$ cat config.mk
export PLATFORM = sky130hd
export DESIGN_NAME = tpt_ifc
export DESIGN_NICKNAME = d
export VERILOG_FILES = /design/src/tpt_pkg.sv /design/src/tpt_ifc.sv
export VERILOG_INCLUDE_DIRS = /design/src
export SDC_FILE = /design/constraint.sdc
export NUM_CORES = 1
export LEC_CHECK = 0
export BUFFER_PORTS_ARGS = -buffer_cell sky130_fd_sc_hd__clkbuf_2
export CORE_MARGIN = 2
export CORE_UTILIZATION = 40
export DETAILED_ROUTE_END_ITERATION = 7
export GPL_ROUTABILITY_DRIVEN = 1
export HOLD_SLACK_MARGIN = 0.12
export PLACE_DENSITY = 0.65
export REMOVE_ABC_BUFFERS = 1
export SKIP_CTS_REPAIR_TIMING = 1
export SLEW_MARGIN = 20
export SYNTH_ARGS = -nofsm -noshare
export SYNTH_HDL_FRONTEND = slang
export SYNTH_SLANG_ARGS = --single-unit
$ cat constraint.sdc
create_clock -name sys_clk -period 7.57 [get_ports sys_clk]
set_input_delay 1.1355 -clock sys_clk [delete_from_list [all_inputs] [get_ports sys_clk]]
set_output_delay 1.1355 -clock sys_clk [all_outputs]
set_load 0.03 [all_outputs]
$ cat src/tpt_params.svh
// constants for the tape reader, punch and tick interfaces
`ifndef TPT_PARAMS_SVH
`define TPT_PARAMS_SVH
// register byte addresses on the serial bus
`define TPT_ADDR_TICK_STATUS 16'hffe6
`define TPT_ADDR_RDR_STATUS 16'hffe8
`define TPT_ADDR_RDR_DATA 16'hffea
`define TPT_ADDR_PUN_STATUS 16'hffec
`define TPT_ADDR_PUN_DATA 16'hffee
// status bit positions, shared by all three status registers
`define TPT_BIT_DONE 7
`define TPT_BIT_IE 6
// reader status: load flag
`define TPT_BIT_LOAD 0
// punch status: unit not available and error
`define TPT_BIT_NA 0
`define TPT_BIT_ERR 1
// tick status: rate select field
`define TPT_RATE_LO 1
`define TPT_RATE_HI 2
// transfer vector addresses
`define TPT_VEC_RDR 8'he8
`define TPT_VEC_TICK 8'hec
`define TPT_VEC_PUN 8'hf0
`define TPT_VEC_NONE 8'h00
// reset values
`define TPT_RST_STATUS 8'h00
`define TPT_RST_RATE 2'h0
// tick rates in hertz and the cycle counts they give at the system clock
`define TPT_CLK_HZ 50000000
`define TPT_TICK_HZ_1000 1000
`define TPT_TICK_HZ_200 200
`define TPT_TICK_HZ_100 100
`define TPT_TICK_HZ_20 20
`define TPT_CYC_1000 (`TPT_CLK_HZ / `TPT_TICK_HZ_1000)
`define TPT_CYC_200 (`TPT_CLK_HZ / `TPT_TICK_HZ_200)
`define TPT_CYC_100 (`TPT_CLK_HZ / `TPT_TICK_HZ_100)
`define TPT_CYC_20 (`TPT_CLK_HZ / `TPT_TICK_HZ_20)
`endif

$ cat src/tpt_pkg.sv
// types for the tape reader, punch and tick interfaces
package tpt_pkg;
  // one byte access from the serial bus
  typedef struct packed {
    logic rd;
    logic wr;
    logic [15:0] addr;
    logic [7:0] wdata;
  } tpt_bus_req_t;
  // mechanism pins, all asynchronous to sys_clk
  typedef struct packed {
    logic [7:0] rdr_char;
    logic rdr_strobe;
    logic load_sw;
    logic pun_end;
    logic pun_na;
    logic pun_err;
    logic pun_load_pos;
  } tpt_mech_in_t;
  // reader sequencer, gray coded except the wait to idle step
  typedef enum logic [1:0] {
    TPT_RD_IDLE = 2'b00,
    TPT_RD_ADV = 2'b01,
    TPT_RD_WAIT = 2'b11
  } tpt_rd_state_t;
endpackage

$ cat src/tpt_ifc.sv
// tape reader, tape punch and periodic tick interfaces on the serial bus
// Summary of operation
// - buffer read clears done, advances tape
// - done set when new character captured
// - load switch high blocks advance, sets load
// - load low: clear load, fill, set done
// - load rise clears done; no done meanwhile
// - enabled done or load rise requests interrupt
// - reader status read clears its request
// - punch write starts cycle, done after end
// - not available or error drops the write
// - enabled done, error, na rise interrupts
// - punch status read clears its request
// - punch load position reports tape error
// - tick rate selectable among four frequencies
// - tick done once per period, interrupt
// - tick status read clears request and done
// - punch registers at fixed byte addresses
// - punch vectors to location two forty
// - reader fixed addresses, vector two thirty-two
// - reader polls above the punch
`include "tpt_params.svh"
`timescale 1ns/1ps
`default_nettype none
module tpt_ifc #(
  parameter int unsigned CYC_1000 = `TPT_CYC_1000,
  parameter int unsigned CYC_200 = `TPT_CYC_200,
  parameter int unsigned CYC_100 = `TPT_CYC_100,
  parameter int unsigned CYC_20 = `TPT_CYC_20,
  parameter int unsigned CNT_W = 22
) (
  input wire logic sys_clk,
  input wire logic nrst,
  input wire tpt_pkg::tpt_bus_req_t bus_req,
  output logic [7:0] bus_rdata,
  output logic bus_rvalid,
  input wire tpt_pkg::tpt_mech_in_t mech_in,
  output logic rdr_advance,
  output logic pun_start,
  output logic [7:0] pun_char,
  output logic rdr_irq,
  output logic pun_irq,
  output logic tick_irq,
  output logic irq_any,
  output logic [7:0] irq_vector
);

  localparam int unsigned MW = $bits(tpt_pkg::tpt_mech_in_t);

  // two-stage synchroniser for every mechanism pin
  logic [MW-1:0] sync1_r; // first stage, read only by the second
  logic [MW-1:0] sync2_r; // safe copy of the pins
  tpt_pkg::tpt_mech_in_t pins; // named view of the safe copy
  logic rdr_strobe_d_r; // delayed strobes and levels for edges
  logic load_d_r;
  logic pun_end_d_r;

  always_ff @(posedge sys_clk or negedge nrst) begin
    if (!nrst) begin
      sync1_r <= '0;
      sync2_r <= '0;
    end else begin
      sync1_r <= mech_in;
      sync2_r <= sync1_r;
    end
  end

  assign pins = tpt_pkg::tpt_mech_in_t'(sync2_r);

  // edge history for the synchronised levels
  always_ff @(posedge sys_clk or negedge nrst) begin
    if (!nrst) begin
      rdr_strobe_d_r <= 1'b0;
      load_d_r <= 1'b0;
      pun_end_d_r <= 1'b0;
    end else begin
      rdr_strobe_d_r <= pins.rdr_strobe;
      load_d_r <= pins.load_sw;
      pun_end_d_r <= pins.pun_end;
    end
  end

  logic rdr_char_ev; // reader presents a new character
  logic load_rise; // load switch raised
  logic load_fall; // load switch lowered
  logic pun_end_ev; // punch finished its cycle

  assign rdr_char_ev = pins.rdr_strobe & ~rdr_strobe_d_r;
  assign load_rise = pins.load_sw & ~load_d_r;
  assign load_fall = ~pins.load_sw & load_d_r;
  assign pun_end_ev = pins.pun_end & ~pun_end_d_r;

  // address decode, byte accesses only
  logic rd_tick_st;
  logic rd_rdr_st;
  logic rd_rdr_data;
  logic rd_pun_st;
  logic wr_tick_st;
  logic wr_rdr_st;
  logic wr_pun_st;
  logic wr_pun_data;

  assign rd_tick_st = bus_req.rd && bus_req.addr == `TPT_ADDR_TICK_STATUS;
  assign rd_rdr_st = bus_req.rd && bus_req.addr == `TPT_ADDR_RDR_STATUS;
  assign rd_rdr_data = bus_req.rd && bus_req.addr == `TPT_ADDR_RDR_DATA;
  assign rd_pun_st = bus_req.rd && bus_req.addr == `TPT_ADDR_PUN_STATUS;
  assign wr_tick_st = bus_req.wr && bus_req.addr == `TPT_ADDR_TICK_STATUS;
  assign wr_rdr_st = bus_req.wr && bus_req.addr == `TPT_ADDR_RDR_STATUS;
  assign wr_pun_st = bus_req.wr && bus_req.addr == `TPT_ADDR_PUN_STATUS;
  assign wr_pun_data = bus_req.wr && bus_req.addr == `TPT_ADDR_PUN_DATA;

  // ---------------- reader ----------------
  tpt_pkg::tpt_rd_state_t rd_state_r; // advance sequencer
  logic [7:0] rdr_buf_r; // last captured character
  logic rdr_done_r;
  logic rdr_load_r;
  logic rdr_ie_r;
  logic rdr_done_d_r; // flag history for rising edges
  logic rdr_load_d_r;
  logic rdr_pend_r; // internal request before the poll register

  // advance sequencer: one advance pulse, then wait for the character
  always_ff @(posedge sys_clk or negedge nrst) begin
    if (!nrst) begin
      rd_state_r <= tpt_pkg::TPT_RD_IDLE;
    end else begin
      unique case (rd_state_r)
        tpt_pkg::TPT_RD_IDLE: begin
          // a buffer read advances unless loading
          if (rd_rdr_data && !pins.load_sw) begin
            rd_state_r <= tpt_pkg::TPT_RD_ADV;
          end else if (load_fall) begin
            rd_state_r <= tpt_pkg::TPT_RD_ADV;
          end
        end
        tpt_pkg::TPT_RD_ADV: begin
          rd_state_r <= tpt_pkg::TPT_RD_WAIT;
        end
        tpt_pkg::TPT_RD_WAIT: begin
          // raising load abandons the pending character
          if (pins.load_sw) begin
            rd_state_r <= tpt_pkg::TPT_RD_IDLE;
          end else if (rdr_char_ev) begin
            rd_state_r <= tpt_pkg::TPT_RD_IDLE;
          end
        end
      endcase
    end
  end

  // advance pulse to the tape mechanism, straight from a flop
  always_ff @(posedge sys_clk or negedge nrst) begin
    if (!nrst) begin
      rdr_advance <= 1'b0;
    end else begin
      rdr_advance <= rd_state_r == tpt_pkg::TPT_RD_ADV;
    end
  end

  // character capture only while a fetch is outstanding
  always_ff @(posedge sys_clk or negedge nrst) begin
    if (!nrst) begin
      rdr_buf_r <= 8'h00;
    end else if (rd_state_r == tpt_pkg::TPT_RD_WAIT && rdr_char_ev && !pins.load_sw) begin
      rdr_buf_r <= pins.rdr_char;
    end
  end

  // done flag; load wins over everything, capture wins over the read clear
  always_ff @(posedge sys_clk or negedge nrst) begin
    if (!nrst) begin
      rdr_done_r <= 1'b0;
    end else if (pins.load_sw) begin
      rdr_done_r <= 1'b0;
    end else if (rd_state_r == tpt_pkg::TPT_RD_WAIT && rdr_char_ev) begin
      rdr_done_r <= 1'b1;
    end else if (rd_rdr_data) begin
      rdr_done_r <= 1'b0;
    end
  end

  // load flag follows the synchronised switch
  always_ff @(posedge sys_clk or negedge nrst) begin
    if (!nrst) begin
      rdr_load_r <= 1'b0;
    end else begin
      rdr_load_r <= pins.load_sw;
    end
  end

  // software interrupt enable
  always_ff @(posedge sys_clk or negedge nrst) begin
    if (!nrst) begin
      rdr_ie_r <= 1'b0;
    end else if (wr_rdr_st) begin
      rdr_ie_r <= bus_req.wdata[`TPT_BIT_IE];
    end
  end

  // request on a rising done or load; set wins over the status read
  always_ff @(posedge sys_clk or negedge nrst) begin
    if (!nrst) begin
      rdr_done_d_r <= 1'b0;
      rdr_load_d_r <= 1'b0;
      rdr_pend_r <= 1'b0;
    end else begin
      rdr_done_d_r <= rdr_done_r;
      rdr_load_d_r <= rdr_load_r;
      if (rdr_ie_r && ((rdr_done_r && !rdr_done_d_r) || (rdr_load_r && !rdr_load_d_r))) begin
        rdr_pend_r <= 1'b1;
      end else if (rd_rdr_st) begin
        rdr_pend_r <= 1'b0;
      end
    end
  end

  // ---------------- punch ----------------
  logic pun_done_r;
  logic pun_na_r;
  logic pun_err_r;
  logic pun_ie_r;
  logic pun_busy_r; // a cycle is under way
  logic pun_flags_d_r; // history for the three flags
  logic pun_na_d_r;
  logic pun_err_d_r;
  logic pun_pend_r;
  logic pun_ok; // unit can accept a character

  assign pun_ok = !pun_na_r && !pun_err_r;

  // status flags from the unit; load position shows as tape error
  always_ff @(posedge sys_clk or negedge nrst) begin
    if (!nrst) begin
      pun_na_r <= 1'b0;
      pun_err_r <= 1'b0;
    end else begin
      pun_na_r <= pins.pun_na;
      pun_err_r <= pins.pun_err | pins.pun_load_pos;
    end
  end

  // a write when the unit is fit and not busy latches the byte and starts a cycle
  always_ff @(posedge sys_clk or negedge nrst) begin
    if (!nrst) begin
      pun_char <= 8'h00;
      pun_start <= 1'b0;
    end else begin
      pun_start <= wr_pun_data && pun_ok && !pun_busy_r;
      if (wr_pun_data && pun_ok && !pun_busy_r) begin
        pun_char <= bus_req.wdata;
      end
    end
  end

  // busy from the start until the unit reports the end of the cycle
  always_ff @(posedge sys_clk or negedge nrst) begin
    if (!nrst) begin
      pun_busy_r <= 1'b0;
    end else if (pun_start) begin
      pun_busy_r <= 1'b1;
    end else if (pun_end_ev || !pun_ok) begin
      pun_busy_r <= 1'b0; // a failed unit abandons the cycle
    end
  end

  // done: ready after reset, cleared by an accepted write, inhibited on fault
  always_ff @(posedge sys_clk or negedge nrst) begin
    if (!nrst) begin
      pun_done_r <= 1'b1;
    end else if (!pun_ok) begin
      pun_done_r <= 1'b0;
    end else if (wr_pun_data && !pun_busy_r) begin
      pun_done_r <= 1'b0;
    end else if (pun_busy_r && pun_end_ev) begin
      pun_done_r <= 1'b1;
    end
  end

  // software interrupt enable
  always_ff @(posedge sys_clk or negedge nrst) begin
    if (!nrst) begin
      pun_ie_r <= 1'b0;
    end else if (wr_pun_st) begin
      pun_ie_r <= bus_req.wdata[`TPT_BIT_IE];
    end
  end

  // request on any flag going to one; set wins over the status read
  always_ff @(posedge sys_clk or negedge nrst) begin
    if (!nrst) begin
      pun_flags_d_r <= 1'b1;
      pun_na_d_r <= 1'b0;
      pun_err_d_r <= 1'b0;
      pun_pend_r <= 1'b0;
    end else begin
      pun_flags_d_r <= pun_done_r;
      pun_na_d_r <= pun_na_r;
      pun_err_d_r <= pun_err_r;
      if (pun_ie_r && ((pun_done_r && !pun_flags_d_r) || (pun_na_r && !pun_na_d_r)
          || (pun_err_r && !pun_err_d_r))) begin
        pun_pend_r <= 1'b1;
      end else if (rd_pun_st) begin
        pun_pend_r <= 1'b0;
      end
    end
  end

  // ---------------- tick ----------------
  logic [1:0] tick_rate_r; // 3:1000 2:200 1:100 0:20 hertz
  logic tick_ie_r;
  logic tick_done_r;
  logic tick_pend_r;
  logic [CNT_W-1:0] tick_cnt_r;
  logic [CNT_W-1:0] tick_last; // terminal count of the period
  logic tick_ev;

  // period length per rate code
  always_comb begin
    unique case (tick_rate_r)
      2'h3: tick_last = CNT_W'(CYC_1000 - 1);
      2'h2: tick_last = CNT_W'(CYC_200 - 1);
      2'h1: tick_last = CNT_W'(CYC_100 - 1);
      2'h0: tick_last = CNT_W'(CYC_20 - 1);
    endcase
  end

  assign tick_ev = tick_cnt_r >= tick_last;

  // rate and enable from software; a write restarts the period
  always_ff @(posedge sys_clk or negedge nrst) begin
    if (!nrst) begin
      tick_rate_r <= `TPT_RST_RATE;
      tick_ie_r <= 1'b0;
    end else if (wr_tick_st) begin
      tick_rate_r <= bus_req.wdata[`TPT_RATE_HI:`TPT_RATE_LO];
      tick_ie_r <= bus_req.wdata[`TPT_BIT_IE];
    end
  end

  // free running period counter
  always_ff @(posedge sys_clk or negedge nrst) begin
    if (!nrst) begin
      tick_cnt_r <= '0;
    end else if (wr_tick_st || tick_ev) begin
      tick_cnt_r <= '0;
    end else begin
      tick_cnt_r <= tick_cnt_r + 1'b1;
    end
  end

  // done and request; a tick in the read cycle is kept
  always_ff @(posedge sys_clk or negedge nrst) begin
    if (!nrst) begin
      tick_done_r <= 1'b0;
      tick_pend_r <= 1'b0;
    end else begin
      if (tick_ev) begin
        tick_done_r <= 1'b1;
      end else if (rd_tick_st) begin
        tick_done_r <= 1'b0;
      end
      if (tick_ev && tick_ie_r) begin
        tick_pend_r <= 1'b1;
      end else if (rd_tick_st) begin
        tick_pend_r <= 1'b0;
      end
    end
  end

  // ---------------- bus read and poll ----------------
  // read data registered one cycle after the strobe; unmapped reads zero
  always_ff @(posedge sys_clk or negedge nrst) begin
    if (!nrst) begin
      bus_rdata <= `TPT_RST_STATUS;
      bus_rvalid <= 1'b0;
    end else begin
      bus_rvalid <= bus_req.rd;
      bus_rdata <= `TPT_RST_STATUS;
      if (rd_tick_st) begin
        bus_rdata <= {tick_done_r, tick_ie_r, 3'h0, tick_rate_r, 1'b0};
      end else if (rd_rdr_st) begin
        bus_rdata <= {rdr_done_r, rdr_ie_r, 5'h00, rdr_load_r};
      end else if (rd_rdr_data) begin
        bus_rdata <= rdr_buf_r;
      end else if (rd_pun_st) begin
        bus_rdata <= {pun_done_r, pun_ie_r, 4'h0, pun_err_r, pun_na_r};
      end
    end
  end

  // poll outputs; tick, then reader, then punch by poll position
  always_ff @(posedge sys_clk or negedge nrst) begin
    if (!nrst) begin
      rdr_irq <= 1'b0;
      pun_irq <= 1'b0;
      tick_irq <= 1'b0;
      irq_any <= 1'b0;
      irq_vector <= `TPT_VEC_NONE;
    end else begin
      rdr_irq <= rdr_pend_r;
      pun_irq <= pun_pend_r;
      tick_irq <= tick_pend_r;
      irq_any <= rdr_pend_r | pun_pend_r | tick_pend_r;
      if (tick_pend_r) begin
        irq_vector <= `TPT_VEC_TICK;
      end else if (rdr_pend_r) begin
        irq_vector <= `TPT_VEC_RDR;
      end else if (pun_pend_r) begin
        irq_vector <= `TPT_VEC_PUN;
      end else begin
        irq_vector <= `TPT_VEC_NONE;
      end
    end
  end

endmodule
`default_nettype wire

==> Yosys cells after proc, flatten, opt, wreduce, memory -nomap -nowiden <==
Cells that the tools add are included.
{ "word_totals": {"register_bits": 113, "latchBits": 0, "ramBits": 0, "rom_bits": 0, "input_bits": 42, "out_inout_bits": 31, "elab_cells": 137, "mem_count": 0} }
{ "classes": {"add_sub_neg": 1, "n_mul": 0, "div": 0, "n_lt_le_gt_ge": 1, "n_eq_ne": 13, "n_shift": 0, "muxes": 29, "bitwise_logic": 9, "reduce_logical": 48} }
{ "op_table": {"columns": ["operator", "n"], "rows": [
  ["22-bit one-hot mux with 4 select lines", 1],
  ["16-bit == test, second input constant", 5],
  ["8-bit two-way mux", 7],
  ["1-bit logical AND", 24],
  ["22-bit by 1-bit adder with 22-bit output, second input constant", 1],
  ["22-bit >= comparator", 1],
  ["22-bit two-way mux", 1],
  ["1-bit two-way mux", 15],
  ["1-bit logical NOT", 10],
  ["2-bit nonzero test", 5],
  ["2-bit two-way mux", 4],
  ["2-bit == test, second input constant", 3],
  ["3-bit inequality test, second input constant", 2],
  ["2-bit one-hot mux with 3 select lines", 1],
  ["1-bit logical OR", 5],
  ["2-bit by 1-bit == test with 1-bit output, second input constant", 2],
  ["2-bit logical NOT", 2],
  ["1-bit bitwise AND", 3],
  ["3-bit by 1-bit inequality test with 1-bit output, second input constant", 1],
  ["1-bit NOT", 3],
  ["1-bit OR", 3],
  ["3-bit nonzero test", 1],
  ["2-bit AND reduction", 1]
]} }

==> Logic depth before layout (Yosys ltp) <==
{ "logic_depth": {"ltp_word": 6, "ltp_mapped": 10, "ltp_nobuf": 9} }

==> Least setup slack after synthesis <==
Ideal clock, no wire load.
{ "synth_path": {"path_type": "reg-to-reg", "start": "register tick_rate_r[0]", "end": "register tick_cnt_r[16]", "setup_ps": 69, "arrival_time_ps": 2348, "t_required_ps": 7501, "setup_slack_ps": 5154, "stages_incl_launch_ff": 11, "n_path_buf": 1, "period_less_slack_ps": 2416, "path_cell_list": "dfrtp_1 -> inv_1 -> ha_1 -> nor2_1 -> ha_1 -> a2111o_1 -> a21o_1 -> a211oi_2 -> nand3_2 -> buf_6 -> nor2_2"} }
{ "synth_via": {"elab_chain_cells": 5, "word_cells_on_any_way": 8, "cone_classes": "order compare: 1; eq/ne: 3; mux: 2; reduce/logical: 2"} }
{ "synth_lines": {"columns": ["element", "line", "rtl"], "rows": [
  ["start: declaration", "tpt_ifc.sv:309", "logic [1:0] tick_rate_r;"],
  ["start signal: assignment", "tpt_ifc.sv:332", "tick_rate_r <= `TPT_RST_RATE;"],
  ["start signal: assignment", "tpt_ifc.sv:335", "tick_rate_r <= bus_req.wdata[`TPT_RATE_HI:`TPT_RATE_LO];"],
  ["2-bit by 1-bit == test with 1-bit output, or another cell as far along", "tpt_ifc.sv:319", "unique case (tick_rate_r)"],
  ["22-bit one-hot mux with 4 select lines *", "tpt_ifc.sv:319", null],
  ["22-bit >= comparator *", "tpt_ifc.sv:327", "assign tick_ev = tick_cnt_r >= tick_last;"],
  ["1-bit logical OR *", "tpt_ifc.sv:344", "end else if (wr_tick_st || tick_ev) begin"],
  ["22-bit two-way mux *", "tpt_ifc.sv:344", null],
  ["end signal: assignment", "tpt_ifc.sv:347", "tick_cnt_r <= tick_cnt_r + 1'b1;"],
  ["end: declaration", "tpt_ifc.sv:313", "logic [CNT_W-1:0] tick_cnt_r;"]
]} }
Mark *: on every way between the ends. The rest lies on a longest branch, timed or not. The select of a mux whose other input is x is not followed.
A chain may end at the register's enable or synchronous reset.

==> Worst setup path in the final report <==
{ "layout_path": {"start": "register tick_rate_r[0]", "end": "register tick_cnt_r[8]"} }
Same word-level chain as after synthesis.

==> impl_metrics.ini <==
[status]
status = finished, final reports clean

[die]
fp-row-count = 38
dieArea_um2 = 12000
die_w_um = 109
core_area_um2 = 10800
ioPinCount = 73
die-height_um = 109
initial_core_util = 0.410

[power]
leakagePower_nw = 2.53
powerDensity_nw_per_um2 = 214
vdd_ir_drop_max_mv = 0.101

[clocking]
clk_path_buf_depth = 2
clock_latency_ps = 370
clock-root-buffer = clkbuf_8
cts_sinks = 107
clkTransAtPathRegs_ps = 120
cts_tree = built
ctsHtreeMaxLevel = 3
cts_made_buffers = 9

[sta]
slew_headroom = 0.495
tns_ps = 0
skew_ps = 16.6
rsz0062_at_grt = false
period_needed_ps = 3110
drv_slew = 0
hold_viol_final = 0
timing.final.crit_share = 0.411
setup_viol = 0
whs_ps = 357
clock.fmax_ghz = 0.321
worstMarginPinSlew_ps = 758

[grt]
antenna_found_initial = 0
grt_usage = 0.147
grt_pass1_vias = 2774
grt_overflow = 0
grt_start_max_net_pins = 61
grt_pass1_wl_mm = 13.4

[placement]
numPortBuffers = 70
place_congestion = 0.778
place_hpwl_mm = 6.01

[routing]
num_vias = 2824
viasPerCell = 4.95
wl_per_cell_um = 14.3
wl_mm = 8.17
drt-initial-drc-count = 119
drcViolationCount = 0
antenna_left = 0
dr.pass1.iters = 4

[critical_path]
crit_top_cell = ha_1
start_kind = register
cp_max_fo = 22
cp.required_ps = 7860
crit_path_end_kind = register
path_cells = inv_1 -> ha_1 -> nor2_1 -> ha_1 -> a2111o_1 -> a21o_1 -> a211oi_2 -> nand3_2 -> nor2_2
slowest_stage = nand3_2
cpPeakStageDelay_ps = 580
critical_path_class = register to register
crit_arrival_ps = 3400

[yosys]
yosysSeqAreaShare = 0.603
syn-cell-area_um2 = 4450
synth_cell_types = 49
netlist_instances = 355
synth.area.top_cells = dfrtp_1 (59%), ha_1 (5.6%), mux2_1 (3.3%)
synth_top_area_cell = dfrtp_1
ys_ff_latch = 107
synth_ff_type = dfrtp_1
async_flop_share = 1.00
postSynthAreaPerCell_um2 = 12.5
synth_top_area_frac = 0.591
synth_edf_count = 0
yosysWarnings = 0

[final_layout]
regArea_um2 = 2680
fin_util = 0.471
fillers = 1000
multi_input_area_um2 = 1620
fin_nets = 488
antenna_cells = 0
drive_gt1_frac = 0.295
areaGrowthSynthToFinish_pct = 14.8

[job]
maxCapViolations = 0

[min_path]
hold_path_class = register to register
==> registers in the layout (all words and copies together) (netlist names), 2 cells and up <==
signal,count
tick_cnt_r,22
pins,14
sync1_r,14
bus_rdata,8
pun_char,8
rdr_buf_r,8
irq_vector,3
rd_state_r,2
tick_rate_r,2
==> worst max-delay path, delay by kind of cell (launching register included) <==
| family | cells | cell delay (ps) |
|---|---|---|
| buffers and inverters | 1 | 120 |
| adders and majority gates | 2 | 540 |
| and+or+nand+nor | 3 | 1100 |
| AOI/OAI and AO/OA | 3 | 840 |
| DFF | 1 | 430 |
==> cell usage in the layout (no fill, tap or decap), types with 3 or more instances in the layout <==
| cell type | instances |
|---|---|
| xor2_1 | 11 |
| mux2_2 | 8 |
| a21oi_1 | 12 |
| mux2_1 | 13 |
| nor2b_1 | 3 |
| nand3_1 | 18 |
| nor2_2 | 19 |
| nand4_1 | 7 |
| and2_1 | 4 |
| nor2_1 | 21 |
| nand2_1 | 12 |
| dfrtp_1 | 105 |
| a22o_1 | 3 |
| inv_1 | 19 |
| and3_1 | 6 |
| and4_1 | 8 |
| clkbuf_2 | 69 |
| o21ai_0 | 4 |
| ha_1 | 20 |
| o22ai_1 | 3 |
| clkbuf_8 | 10 |
| o31ai_1 | 3 |
| nor3_1 | 3 |
| xnor2_1 | 9 |
==> routing by layer <==
layer | vias to the layer above | track usage | wire length, um
met5 | - | 0 | 0
met4 | 0 | 0.0696 | 212
met3 | 16 | 0.0225 | 279
met2 | 60 | 0.223 | 3780
met1 | 1389 | 0.207 | 3900
li1 | 1359 | - | -
==> metrics by stage <==
step	worst slack, ps	total power, W	area [um2]	cells
final	4460	0.00109	5110	571
after global routing	4190	0.00115	5110	571
after CTS	4400	0.00111	5110	571
after detailed placement	4430	0.000758	4900	555
after global placement	4530	0.000754	4900	555
after floorplan	4870	0.000713	4370	344
==> area by class of cell <==
type,instances,share of cell area
clock buffers,10,0.0269
clock inverters,6,0.0127
inverters,19,0.0140
multi-input cells,218,0.317
flip-flops and latches,107,0.525
well taps,140,0.0343
repair buffers,71,0.0706
==> synthesized netlist by cell type, types with 3 or more instances <==
master,n
and4_1,8
xnor2_1,9
a21oi_1,12
nor2_2,19
nand3_1,18
and3_1,6
mux2_2,8
mux2_1,13
o21ai_0,4
o31ai_1,3
dfrtp_1,105
nand2_1,12
o22ai_1,3
clkbuf_1,4
xor2_1,11
nand4_1,7
nor3_1,3
and2_1,4
nor2_1,21
inv_1,19
buf_4,6
nor2b_1,3
a22o_1,3
ha_1,20
==> power breakdown <==
group / internal, W / leakage (nW) / switching (W) / total (W)
registers: 0.000619 / 1.36 / 0.0000329 / 0.000652
logic: 0.0000450 / 1.06 / 0.0000477 / 0.0000926
clock network: 0.000139 / 0.104 / 0.000208 / 0.000348
==> cells by family after synthesis <==
family,after synthesis,synth area share
DFF,107,0.603
xor gates and xnor gates,20,0.0394
buffers and inverters,31,0.0346
AOI/OAI and AO/OA,37,0.0557
and+or+nand+nor,118,0.158
adders and majority gates,20,0.0563
other,1,0.000843
muxes,21,0.0532
==> final timing paths <==
check                                                start                       to  slack (ps)  depth (start not counted)
worst max-delay path            tick_rate_r[0]$_DFFE_PN0P_  tick_cnt_r[8]$_DFF_PN0_        4460                          9
worst min-delay path                  sync1_r[6]$_DFF_PN0_        pins[6]$_DFF_PN0_         360                          0
worst max register to register  tick_rate_r[0]$_DFFE_PN0P_  tick_cnt_r[8]$_DFF_PN0_        4460                          9
worst min register to register        sync1_r[6]$_DFF_PN0_        pins[6]$_DFF_PN0_         360                          0
max in group asynchronous                             nrst   pun_pend_r$_DFFE_PN0P_        5620                          2
min in group asynchronous                             nrst  pun_char[4]$_DFFE_PN0P_         760                          1
No activity file was read; power rests on OpenSTA's default activity.
